$ cat src/core/transceiver_mode_map.vh
// Constants for the transceiver mode controller: mode codes, bias codes and timing counts.
`ifndef TRANSCEIVER_MODE_MAP_VH
`define TRANSCEIVER_MODE_MAP_VH

// ----------------------------------------------------------------------------
// Operating mode encodings
// ----------------------------------------------------------------------------
`define MODE_OFF          2'h0
`define MODE_STANDBY      2'h1
`define MODE_NORMAL       2'h2
`define MODE_OVERTEMP     2'h3

// ----------------------------------------------------------------------------
// Bus bias encodings
// ----------------------------------------------------------------------------
`define BIAS_FLOAT        2'h0
`define BIAS_GROUND       2'h1
`define BIAS_MID          2'h2

// ----------------------------------------------------------------------------
// Timing, in microseconds, and clock rate in MHz
// ----------------------------------------------------------------------------
`define CLK_MHZ           125
`define STARTUP_US        2800
`define SILENCE_US        1000
// Counts are written out sized so they meet the 24-bit counters without truncation.
`define STARTUP_CYCLES    24'h05_5730
`define SILENCE_CYCLES    24'h01_E848
`define COUNT_W           24

`endif

$ cat src/core/bus_silence_timer.v
// Bus silence timer: reports whether the bus has been idle longer than the time-out.
`timescale 1ns/1ps
module bus_silence_timer #(
  parameter [23:0] SILENCE_COUNT = 24'h01_E848
) (
  // Clock and reset.
  input  wire clk_i,
  input  wire resetn_i,
  // Control and bus observation.
  input  wire enable_i,
  input  wire bus_edge_i,
  // Result.
  output reg  silent_o
);

  reg [23:0] count_reg;

  // Any bus edge restarts the count; disabled means the bus counts as silent.
  always @(posedge clk_i or negedge resetn_i) begin
    if (!resetn_i) begin
      count_reg <= 24'h00_0000;
      silent_o  <= 1'b1;
    end else if (!enable_i) begin
      count_reg <= 24'h00_0000;
      silent_o  <= 1'b1;
    end else if (bus_edge_i) begin
      count_reg <= 24'h00_0000;
      silent_o  <= 1'b0;
    end else if (count_reg >= SILENCE_COUNT) begin
      silent_o  <= 1'b1;
    end else begin
      count_reg <= count_reg + 24'h00_0001;
    end
  end

endmodule

$ cat src/core/transceiver_mode_controller.v
// Operating mode controller of a self-supplied bus transceiver.
`timescale 1ns/1ps
`include "transceiver_mode_map.vh"
module transceiver_mode_controller #(
  parameter [23:0] STARTUP_COUNT = `STARTUP_CYCLES,
  parameter [23:0] SILENCE_COUNT = `SILENCE_CYCLES
) (
  // Clock and reset.
  input  wire       CLK_I,
  input  wire       RESETN_I,
  // Host pins.
  input  wire       STANDBY_CTRL_N_I,
  input  wire       TX_DATA_I,
  output reg        RX_DATA_O,
  // Comparator flags.
  input  wire       IO_UNDERVOLTAGE_I,
  input  wire       BATTERY_POWERON_I,
  input  wire       BATTERY_POWEROFF_I,
  input  wire       OVERTEMP_ACTIVATE_I,
  input  wire       OVERTEMP_RELEASE_I,
  // Bus receiver and wake-up detector.
  input  wire       BUS_RX_I,
  input  wire       BUS_EDGE_I,
  input  wire       WAKEUP_PATTERN_I,
  // Analog controls.
  output reg  [1:0] MODE_O,
  output reg  [1:0] BUS_BIAS_O,
  output reg        TX_ENABLE_O,
  output reg        RX_ENABLE_O,
  output reg        SUPPLY_ON_O,
  output reg        BUS_DRIVE_O
);

  // ----------------------------------------------------------------------------
  // State
  // ----------------------------------------------------------------------------
  reg [1:0]  mode_reg;
  reg [1:0]  mode_next;
  reg        booting_reg;
  reg [23:0] boot_count_reg;
  reg        poweron_flag_reg;
  reg        wakeup_flag_reg;
  wire       silent;

  // Bus silence is only watched in Standby.
  bus_silence_timer #(
    .SILENCE_COUNT (SILENCE_COUNT)
  ) u_silence (
    .clk_i         (CLK_I),
    .resetn_i      (RESETN_I),
    .enable_i      (mode_reg == `MODE_STANDBY),
    .bus_edge_i    (BUS_EDGE_I),
    .silent_o      (silent)
  );

  // ----------------------------------------------------------------------------
  // Next mode
  // ----------------------------------------------------------------------------
  // Conditions are tested in priority order so simultaneous events resolve
  // deterministically: power loss outranks heat, which outranks the host.
  always @* begin
    mode_next = mode_reg;
    if (BATTERY_POWEROFF_I) begin
      mode_next = `MODE_OFF;
    end else begin
      case (mode_reg)
        `MODE_OFF: begin
          if (booting_reg && boot_count_reg >= STARTUP_COUNT) begin
            mode_next = `MODE_STANDBY;
          end
        end
        `MODE_STANDBY: begin
          if (OVERTEMP_ACTIVATE_I) begin
            mode_next = `MODE_OVERTEMP;
          end else if (STANDBY_CTRL_N_I && !IO_UNDERVOLTAGE_I) begin
            mode_next = `MODE_NORMAL;
          end
        end
        `MODE_NORMAL: begin
          if (OVERTEMP_ACTIVATE_I) begin
            mode_next = `MODE_OVERTEMP;
          end else if (!STANDBY_CTRL_N_I || IO_UNDERVOLTAGE_I) begin
            mode_next = `MODE_STANDBY;
          end
        end
        `MODE_OVERTEMP: begin
          if (OVERTEMP_RELEASE_I) begin
            mode_next = `MODE_STANDBY;
          end
        end
        default: mode_next = `MODE_OFF;
      endcase
    end
  end

  // ----------------------------------------------------------------------------
  // Mode register, start-up timer and indication flags
  // ----------------------------------------------------------------------------
  // The standby control input is active low, so a low level means "stay in standby".
  // The boot counter only runs once the battery is above the power-on level;
  // if the battery sags before start-up completes the initialisation restarts.
  always @(posedge CLK_I or negedge RESETN_I) begin
    if (!RESETN_I) begin
      mode_reg         <= `MODE_OFF;
      booting_reg      <= 1'b0;
      boot_count_reg   <= 24'h00_0000;
      poweron_flag_reg <= 1'b0;
      wakeup_flag_reg  <= 1'b0;
    end else begin
      mode_reg <= mode_next;
      if (mode_reg == `MODE_OFF && !BATTERY_POWEROFF_I && BATTERY_POWERON_I) begin
        booting_reg    <= 1'b1;
        boot_count_reg <= booting_reg ? boot_count_reg + 24'h00_0001 : 24'h00_0000;
      end else begin
        booting_reg    <= 1'b0;
        boot_count_reg <= 24'h00_0000;
      end
      // Power-on indication: set on leaving Off, held until Normal or a return to Off.
      if (mode_reg == `MODE_OFF && mode_next == `MODE_STANDBY) begin
        poweron_flag_reg <= 1'b1;
      end else if (mode_next == `MODE_NORMAL || mode_next == `MODE_OFF) begin
        poweron_flag_reg <= 1'b0;
      end
      // Wake-up indication: detected only in Standby, survives Overtemp.
      if (mode_reg == `MODE_STANDBY && WAKEUP_PATTERN_I && mode_next != `MODE_OFF) begin
        wakeup_flag_reg <= 1'b1;
      end else if (mode_next == `MODE_NORMAL || mode_next == `MODE_OFF) begin
        wakeup_flag_reg <= 1'b0;
      end
    end
  end

  // ----------------------------------------------------------------------------
  // Registered outputs
  // ----------------------------------------------------------------------------
  // Outputs follow the next mode so they change in the same edge as the mode.
  always @(posedge CLK_I or negedge RESETN_I) begin
    if (!RESETN_I) begin
      MODE_O      <= `MODE_OFF;
      BUS_BIAS_O  <= `BIAS_FLOAT;
      TX_ENABLE_O <= 1'b0;
      RX_ENABLE_O <= 1'b0;
      SUPPLY_ON_O <= 1'b0;
      BUS_DRIVE_O <= 1'b0;
      RX_DATA_O   <= 1'b1;
    end else begin
      MODE_O <= mode_next;
      case (mode_next)
        `MODE_NORMAL: begin
          BUS_BIAS_O  <= `BIAS_MID;
          TX_ENABLE_O <= 1'b1;
          RX_ENABLE_O <= 1'b1;
          SUPPLY_ON_O <= 1'b1;
          BUS_DRIVE_O <= ~TX_DATA_I;
          RX_DATA_O   <= BUS_RX_I;
        end
        `MODE_STANDBY: begin
          BUS_BIAS_O  <= silent ? `BIAS_GROUND : `BIAS_MID;
          TX_ENABLE_O <= 1'b0;
          RX_ENABLE_O <= 1'b0;
          SUPPLY_ON_O <= wakeup_flag_reg | (mode_reg == `MODE_STANDBY & WAKEUP_PATTERN_I);
          BUS_DRIVE_O <= 1'b0;
          // A fresh wake-up is reported in the very cycle it is latched.
          RX_DATA_O   <= ~(poweron_flag_reg | wakeup_flag_reg | (mode_reg == `MODE_OFF)
                           | (mode_reg == `MODE_STANDBY & WAKEUP_PATTERN_I));
        end
        `MODE_OVERTEMP: begin
          BUS_BIAS_O  <= `BIAS_FLOAT;
          TX_ENABLE_O <= 1'b0;
          RX_ENABLE_O <= 1'b0;
          SUPPLY_ON_O <= 1'b0;
          BUS_DRIVE_O <= 1'b0;
          RX_DATA_O   <= ~(poweron_flag_reg | wakeup_flag_reg
                           | (mode_reg == `MODE_STANDBY & WAKEUP_PATTERN_I));
        end
        default: begin
          BUS_BIAS_O  <= `BIAS_FLOAT;
          TX_ENABLE_O <= 1'b0;
          RX_ENABLE_O <= 1'b0;
          SUPPLY_ON_O <= 1'b0;
          BUS_DRIVE_O <= 1'b0;
          RX_DATA_O   <= 1'b1;
        end
      endcase
    end
  end

endmodule

$ cat config.mk
export PLATFORM = sky130hd
export DESIGN_NAME = transceiver_mode_controller
export DESIGN_NICKNAME = d
export VERILOG_FILES = /design/src/core/bus_silence_timer.v /design/src/core/transceiver_mode_controller.v
export VERILOG_INCLUDE_DIRS = /design/src /design/src/core
export SDC_FILE = /design/constraint.sdc
export NUM_CORES = 1
export LEC_CHECK = 0
export BUFFER_PORTS_ARGS = -buffer_cell sky130_fd_sc_hd__buf_2
export CORE_ASPECT_RATIO = 1.4
export CORE_MARGIN = 1.5
export CORE_UTILIZATION = 45
export DETAILED_ROUTE_END_ITERATION = 10
export GPL_ROUTABILITY_DRIVEN = 0
export GPL_TIMING_DRIVEN = 0
export SLEW_MARGIN = 40
export SYNTH_ARGS = -nofsm -noshare
export SYNTH_HDL_FRONTEND = slang
export SYNTH_SLANG_ARGS = --single-unit
$ cat constraint.sdc
create_clock -name CLK_I -period 7.65 [get_ports CLK_I]
set_clock_uncertainty 0.2 [all_clocks]
set_input_delay 1.53 -clock CLK_I [delete_from_list [all_inputs] [get_ports CLK_I]]
set_output_delay 1.53 -clock CLK_I [all_outputs]
set_load 0.03 [all_outputs]
# [After elaboration in Yosys (flattened, before gate mapping)]
# Index checks and enable logic that the tools add are counted.
[op_classes] order_cmp=2 bitwise=9 n_mux=26 n_addsub=2 n_eq_ne=8 reduce_logical=17
[op_table] cell="$mux W24" n=5
[op_table] cell="$add A24 B1 Y24 const B" n=2
[op_table] cell="$ge A24 B17 Y1 const B" n=1
[op_table] cell="$ge A24 B19 Y1 const B" n=1
[op_table] cell="$mux W2" n=8
[op_table] cell="$mux W1" n=9
[op_table] cell="$eq A2 B2 Y1 const B" n=4
[op_table] cell="$pmux W2 S4" n=1
[op_table] cell="$logic_and A1 B1 Y1" n=7
[op_table] cell="$ne A3 B3 Y1 const B" n=2
[op_table] cell="$reduce_bool A2 Y1" n=3
[op_table] cell="$or A1 B1 Y1" n=5
[op_table] cell="$eq A2 B1 Y1 const B" n=2
[op_table] cell="$logic_not A2 Y1" n=2
[op_table] cell="$pmux W2 S2" n=1
[op_table] cell="$logic_not A1 Y1" n=3
[op_table] cell="$not A1 Y1" n=3
[op_table] cell="$pmux W1 S3" n=1
[op_table] cell="$logic_or A1 B1 Y1" n=2
[op_table] cell="$pmux W1 S2" n=1
[op_table] cell="$and A1 B1 Y1" n=1
[totals] elab_cells=76 input_bits=12 output_inout_bits=9 ff_bits=60

# [Depth between registers and ports, before layout]
[logic_depth] depth_word=10 depth_mapped=8 ltp_nobuf=8

# [By module]
# A second synthesis with hierarchy kept.
[unflattened] hier_cells=325 hier_area_um2=3288.2
[by_module_without_submodules] mod="transceiver_mode_controller" cells_each=189 n_inst=1 seq_area_each_um2=877.1 area_per_inst_um2=1853.0
[by_module_without_submodules] mod="bus_silence_timer" cells_each=136 n_inst=1 seq_area_each_um2=626.9 area_per_inst_um2=1435.1

# [Worst setup path after synthesis]
# OpenSTA, ideal clock, no wires.
[synth_timing] path_kind="input-to-reg" from="input STANDBY_CTRL_N_I" to="register RX_DATA_O" path_slack_ns=4.509 required_ns=7.359 n_path_buf=0 path_stages=7 setup_ns=0.091 arrival_time_ns=2.851 path_cell_list="nor2b_1 > and2b_1 > a221oi_2 > ha_1 > nor2b_1 > nor2_1 > o31ai_1"
[synth_via] elab_chain_cells=8 word_cells_on_any_way=13 classes_between="eq/ne: 3; mux: 7; reduce/logical: 3"
[synth_rtl] element="start: declaration" line_no="transceiver_mode_controller.v:12" rtl="input wire STANDBY_CTRL_N_I,"
[synth_rtl] element="$logic_not A1 Y1" line_no="transceiver_mode_controller.v:82" rtl="end else if (!STANDBY_CTRL_N_I || IO_UNDERVOLTAGE_I) begin"
[synth_rtl] element="$logic_or A1 B1 Y1" line_no="transceiver_mode_controller.v:82"
[synth_rtl] element="$mux W2" line_no="transceiver_mode_controller.v:82"
[synth_rtl] element="$mux W2" line_no="transceiver_mode_controller.v:80" rtl="if (OVERTEMP_ACTIVATE_I) begin"
[synth_rtl] element="$pmux W2 S4 *" line_no="transceiver_mode_controller.v:66" rtl="case (mode_reg)"
[synth_rtl] element="$mux W2 *" line_no="transceiver_mode_controller.v:63" rtl="if (BATTERY_POWEROFF_I) begin"
[synth_rtl] element="via mode_next[0]" line_no="transceiver_mode_controller.v:38" rtl="reg [1:0] mode_next;"
[synth_rtl] element="$eq A2 B2 Y1 or $eq A2 B1 Y1 (tied branches)" line_no="transceiver_mode_controller.v:148" rtl="case (mode_next)"
[synth_rtl] element="$pmux W1 S3 *" line_no="transceiver_mode_controller.v:148"
[synth_rtl] element="end signal: assignment" line_no="transceiver_mode_controller.v:164" rtl="RX_DATA_O <= ~(poweron_flag_reg | wakeup_flag_reg | (mode_reg == `MODE_OFF)"
[synth_rtl] element="end signal: assignment" line_no="transceiver_mode_controller.v:173" rtl="RX_DATA_O <= ~(poweron_flag_reg | wakeup_flag_reg"
[synth_rtl] element="end: declaration" line_no="transceiver_mode_controller.v:14" rtl="output reg RX_DATA_O,"
# Mark *: on every way through the listed nets, which the timed path passes. The rest lies on a longest branch.
# A chain may end at the register's enable or synchronous reset.

# [Final worst setup path]
# Same ends and word-level chain as after synthesis.

==> results.py <==
metrics = {
    "detailed_routing": {
        "wl_met3_um": 228,
        "drc_errors": 0,
        "drt_first_pass_iters": 4,
        "wl_um": 5820,
        "highest_layer": "met4",
        "wl_met1_um": 2420,
        "wl_met2_um": 3010,
        "num_vias": 2179,
        "wl_per_cell_um": 14.5,
        "avgViaCountPerCell": 5.42,
        "drt-initial-drc-count": 66,
        "ant_nets": 0,
    },
    "timing": {
        "finalHoldViolCount": 0,
        "rsz0062_at_grt": "false",
        "max_freq_mhz": 315,
        "finalSetupViolCount": 0,
        "drv_slew": 0,
        "slew_headroom_pct": 57.2,
        "worst_pin_slew_ns": 0.639,
        "min_period_ns": 3.17,
        "setup-tns-final_ns": 0,
        "finalCritPeriodShare_pct": 41.5,
    },
    "yosys": {
        "synth_compound_area_share_pct": 6.36,
        "synth_mux_area_share_pct": 0,
        "avgSynthCellArea_um2": 10.2,
        "synth_seq_area_share_pct": 50.3,
        "synthesis.nets": 312,
        "synthAdderAreaFrac_pct": 3.35,
        "syn_area_um2": 2990,
        "async_reset_ff_share_pct": 100,
        "yosysWarnings": 0,
        "synth_edf_count": 0,
        "ys_ff_latch": 60,
        "synth_top_family_by_area": "simple AND/OR/NAND/NOR gates",
        "ys.flop_type": "dfrtp_1",
        "yosys.area_share.simple_pct": 26.3,
        "synth_cell_types": 48,
        "synth_xor_area_share_pct": 10.5,
        "synth_cells": 292,
    },
    "cts": {
        "clk_latency_ns": 0.34,
        "hold_buffers": 0,
        "cts_tree": "done",
        "cts_sinks": 60,
        "postCtsResizedCells": 0,
        "root_buffer": "clkbuf_8",
        "path_clk_slew_ns": 0.07,
        "cts_buffer_depth": 2,
        "cts_made_buffers": 9,
        "cts_max_level": 3,
        "post_cts_buffers": 0,
    },
    "cells_and_area": {
        "drive_gt1_share_pct": 15.5,
        "num-nets-final": 343,
        "num_antenna_cells": 0,
        "final_common_cell": "dfrtp_1",
        "nFillCells": 596,
        "final_cell_mix": "58 x dfrtp_1, 47 x nor2_1, 22 x xnor2_1, 19 x buf_2, 15 x nand3_1",
        "fin_cells": 402,
        "area_growth_pct": 13.4,
        "fin_util_pct": 52.0,
        "postLayoutCellArea_um2": 3390,
    },
    "pwr": {
        "seqPwrFrac_pct": 51.1,
        "p_int_mw": 0.488,
        "leakagePower_nw": 1.42,
        "fin_total_pwr_mw": 0.623,
        "power.share.clock_pct": 47.0,
        "swShare_pct": 21.7,
        "power.density_nw_per_um2": 184,
        "combPwrFrac_pct": 1.9,
        "vdd_drop_max_mv": 0.0923,
        "netSwitchingPower_mw": 0.135,
    },
    "worst_hold_path": {
        "hold_start": "poweron_flag_reg",
        "min_path_cells": 1,
        "hold_path_end": "RX_DATA_O",
        "hp-class": "reg -> reg",
    },
    "global_route": {
        "antenna_found_initial": 0,
        "grt_pass1_wl_um": 10100,
        "overflow": 0,
        "grt_max_degree": 61,
        "gr-usage-all-layers_pct": 18.1,
        "grt_pass1_vias": 2240,
    },
    "place": {
        "hpwl_um": 4150,
        "dpl.cell_count": 386,
        "portBuffers": 20,
        "postPlaceCellArea_um2": 3190,
    },
    "setup_path": {
        "r2r_slack_ns": 4.88,
        "critPathLaunchType": "primary input",
        "reg2reg_to": "RX_DATA_O",
        "crit_type": "in -> reg",
        "r2r_cells": 8,
        "critical_path_required_ns": 7.70,
        "cp.arrival_ns": 3.22,
        "end_kind": "flop",
        "rr_startpoint": "boot_count_reg[20]",
        "path_max_fanout": 6,
    },
    "floorplan": {
        "core.rowCount": 35,
        "initial_core_util_pct": 45.8,
        "core_area_um2": 6530,
        "io_pins": 21,
        "dieArea_um2": 7150,
        "dieHeight_um": 99.5,
        "die_w_um": 71.9,
    },
    "job": {
        "maxCapViolCount": 0,
    },
    "status": {
        "status": "complete, no violations",
    },
}
worst max-delay path, stage by stage:
cell,delay (ns)
buf_2,0.09
nor2b_1,0.16
and2b_1,0.18
a221oi_2,0.50
ha_1,0.32
nor2b_1,0.15
nor2_1,0.05
o31ai_1,0.25
power by group through the flow:
stage	logic (mW)	registers, mW	clock network, mW
2_1_floorplan	0.00191	0.324	0
3_3_place_gp	0.0122	0.324	0
3_5_place_dp	0.0125	0.324	0
4_1_cts	0.0125	0.318	0.299
5_1_grt	0.0143	0.318	0.312
6_report	0.0120	0.318	0.293
worst max path at each step:
stage                      endpoint  slack (ns)        startpoint
after detailed placement  RX_DATA_O        4.11  STANDBY_CTRL_N_I
final                     RX_DATA_O        4.48  STANDBY_CTRL_N_I
after global routing      RX_DATA_O        4.32  STANDBY_CTRL_N_I
after CTS                 RX_DATA_O        4.46  STANDBY_CTRL_N_I
after floorplan           RX_DATA_O        4.51  STANDBY_CTRL_N_I
after global placement    RX_DATA_O        4.09  STANDBY_CTRL_N_I
metrics by stage:
| stage | hold slack (ns) | worst slack [ns] |
|---|---|---|
| 3_3_place_gp | 0.243 | 4.09 |
| 3_5_place_dp | 0.234 | 4.11 |
| 6_report | 0.247 | 4.48 |
| 2_1_floorplan | 0.197 | 4.51 |
| 5_1_grt | 0.263 | 4.32 |
| 4_1_cts | 0.244 | 4.46 |
cells by family after synthesis:
kind of cell,Yosys count
compound gates,24
flops,60
simple gates,143
xor+xnor,36
fa+ha+maj,8
buf+inv,21
synthesized netlist by cell type, types with 2 or more instances:
| cell type | n | area, um2 |
|---|---|---|
| a21oi_1 | 7 | 35.0 |
| and2_1 | 7 | 43.8 |
| and2b_1 | 2 | 15.0 |
| and3_1 | 6 | 37.5 |
| and4_1 | 2 | 17.5 |
| buf_1 | 2 | 7.51 |
| buf_4 | 2 | 15.0 |
| clkbuf_1 | 4 | 15.0 |
| dfrtp_1 | 58 | 1450 |
| dfstp_2 | 2 | 52.6 |
| ha_1 | 8 | 100 |
| inv_1 | 12 | 45.0 |
| nand2_1 | 14 | 52.6 |
| nand2b_1 | 2 | 12.5 |
| nand3_1 | 15 | 75.1 |
| nand4_1 | 9 | 56.3 |
| nor2_1 | 47 | 176 |
| nor2b_1 | 6 | 37.5 |
| nor3_1 | 7 | 35.0 |
| nor3b_1 | 2 | 15.0 |
| nor4_1 | 10 | 62.6 |
| nor4_2 | 4 | 50.1 |
| nor4b_1 | 2 | 17.5 |
| o21ai_0 | 2 | 10.0 |
| o21ai_1 | 2 | 10.0 |
| o31ai_1 | 2 | 15.0 |
| xnor2_1 | 22 | 193 |
| xor2_1 | 14 | 123 |
layer usage:
metal  GRT usage, %  vias up
met5              0        -
met4           8.42        0
met3           5.37       15
met2           30.8       36
met1           20.7     1063
li1               -     1065
layout make-up:
class,instances,area (um2),area share [%]
plain buffers,9,48.8,1.44
clock buffers,12,155,4.57
clock inverters,4,47.5,1.40
inverters,12,45.0,1.33
multi-input cells,211,1390,41.1
flip-flops and latches,60,1500,44.3
well taps,74,92.6,2.73
repair buffers,20,106,3.14
No activity file was read; power rests on OpenSTA's default activity.
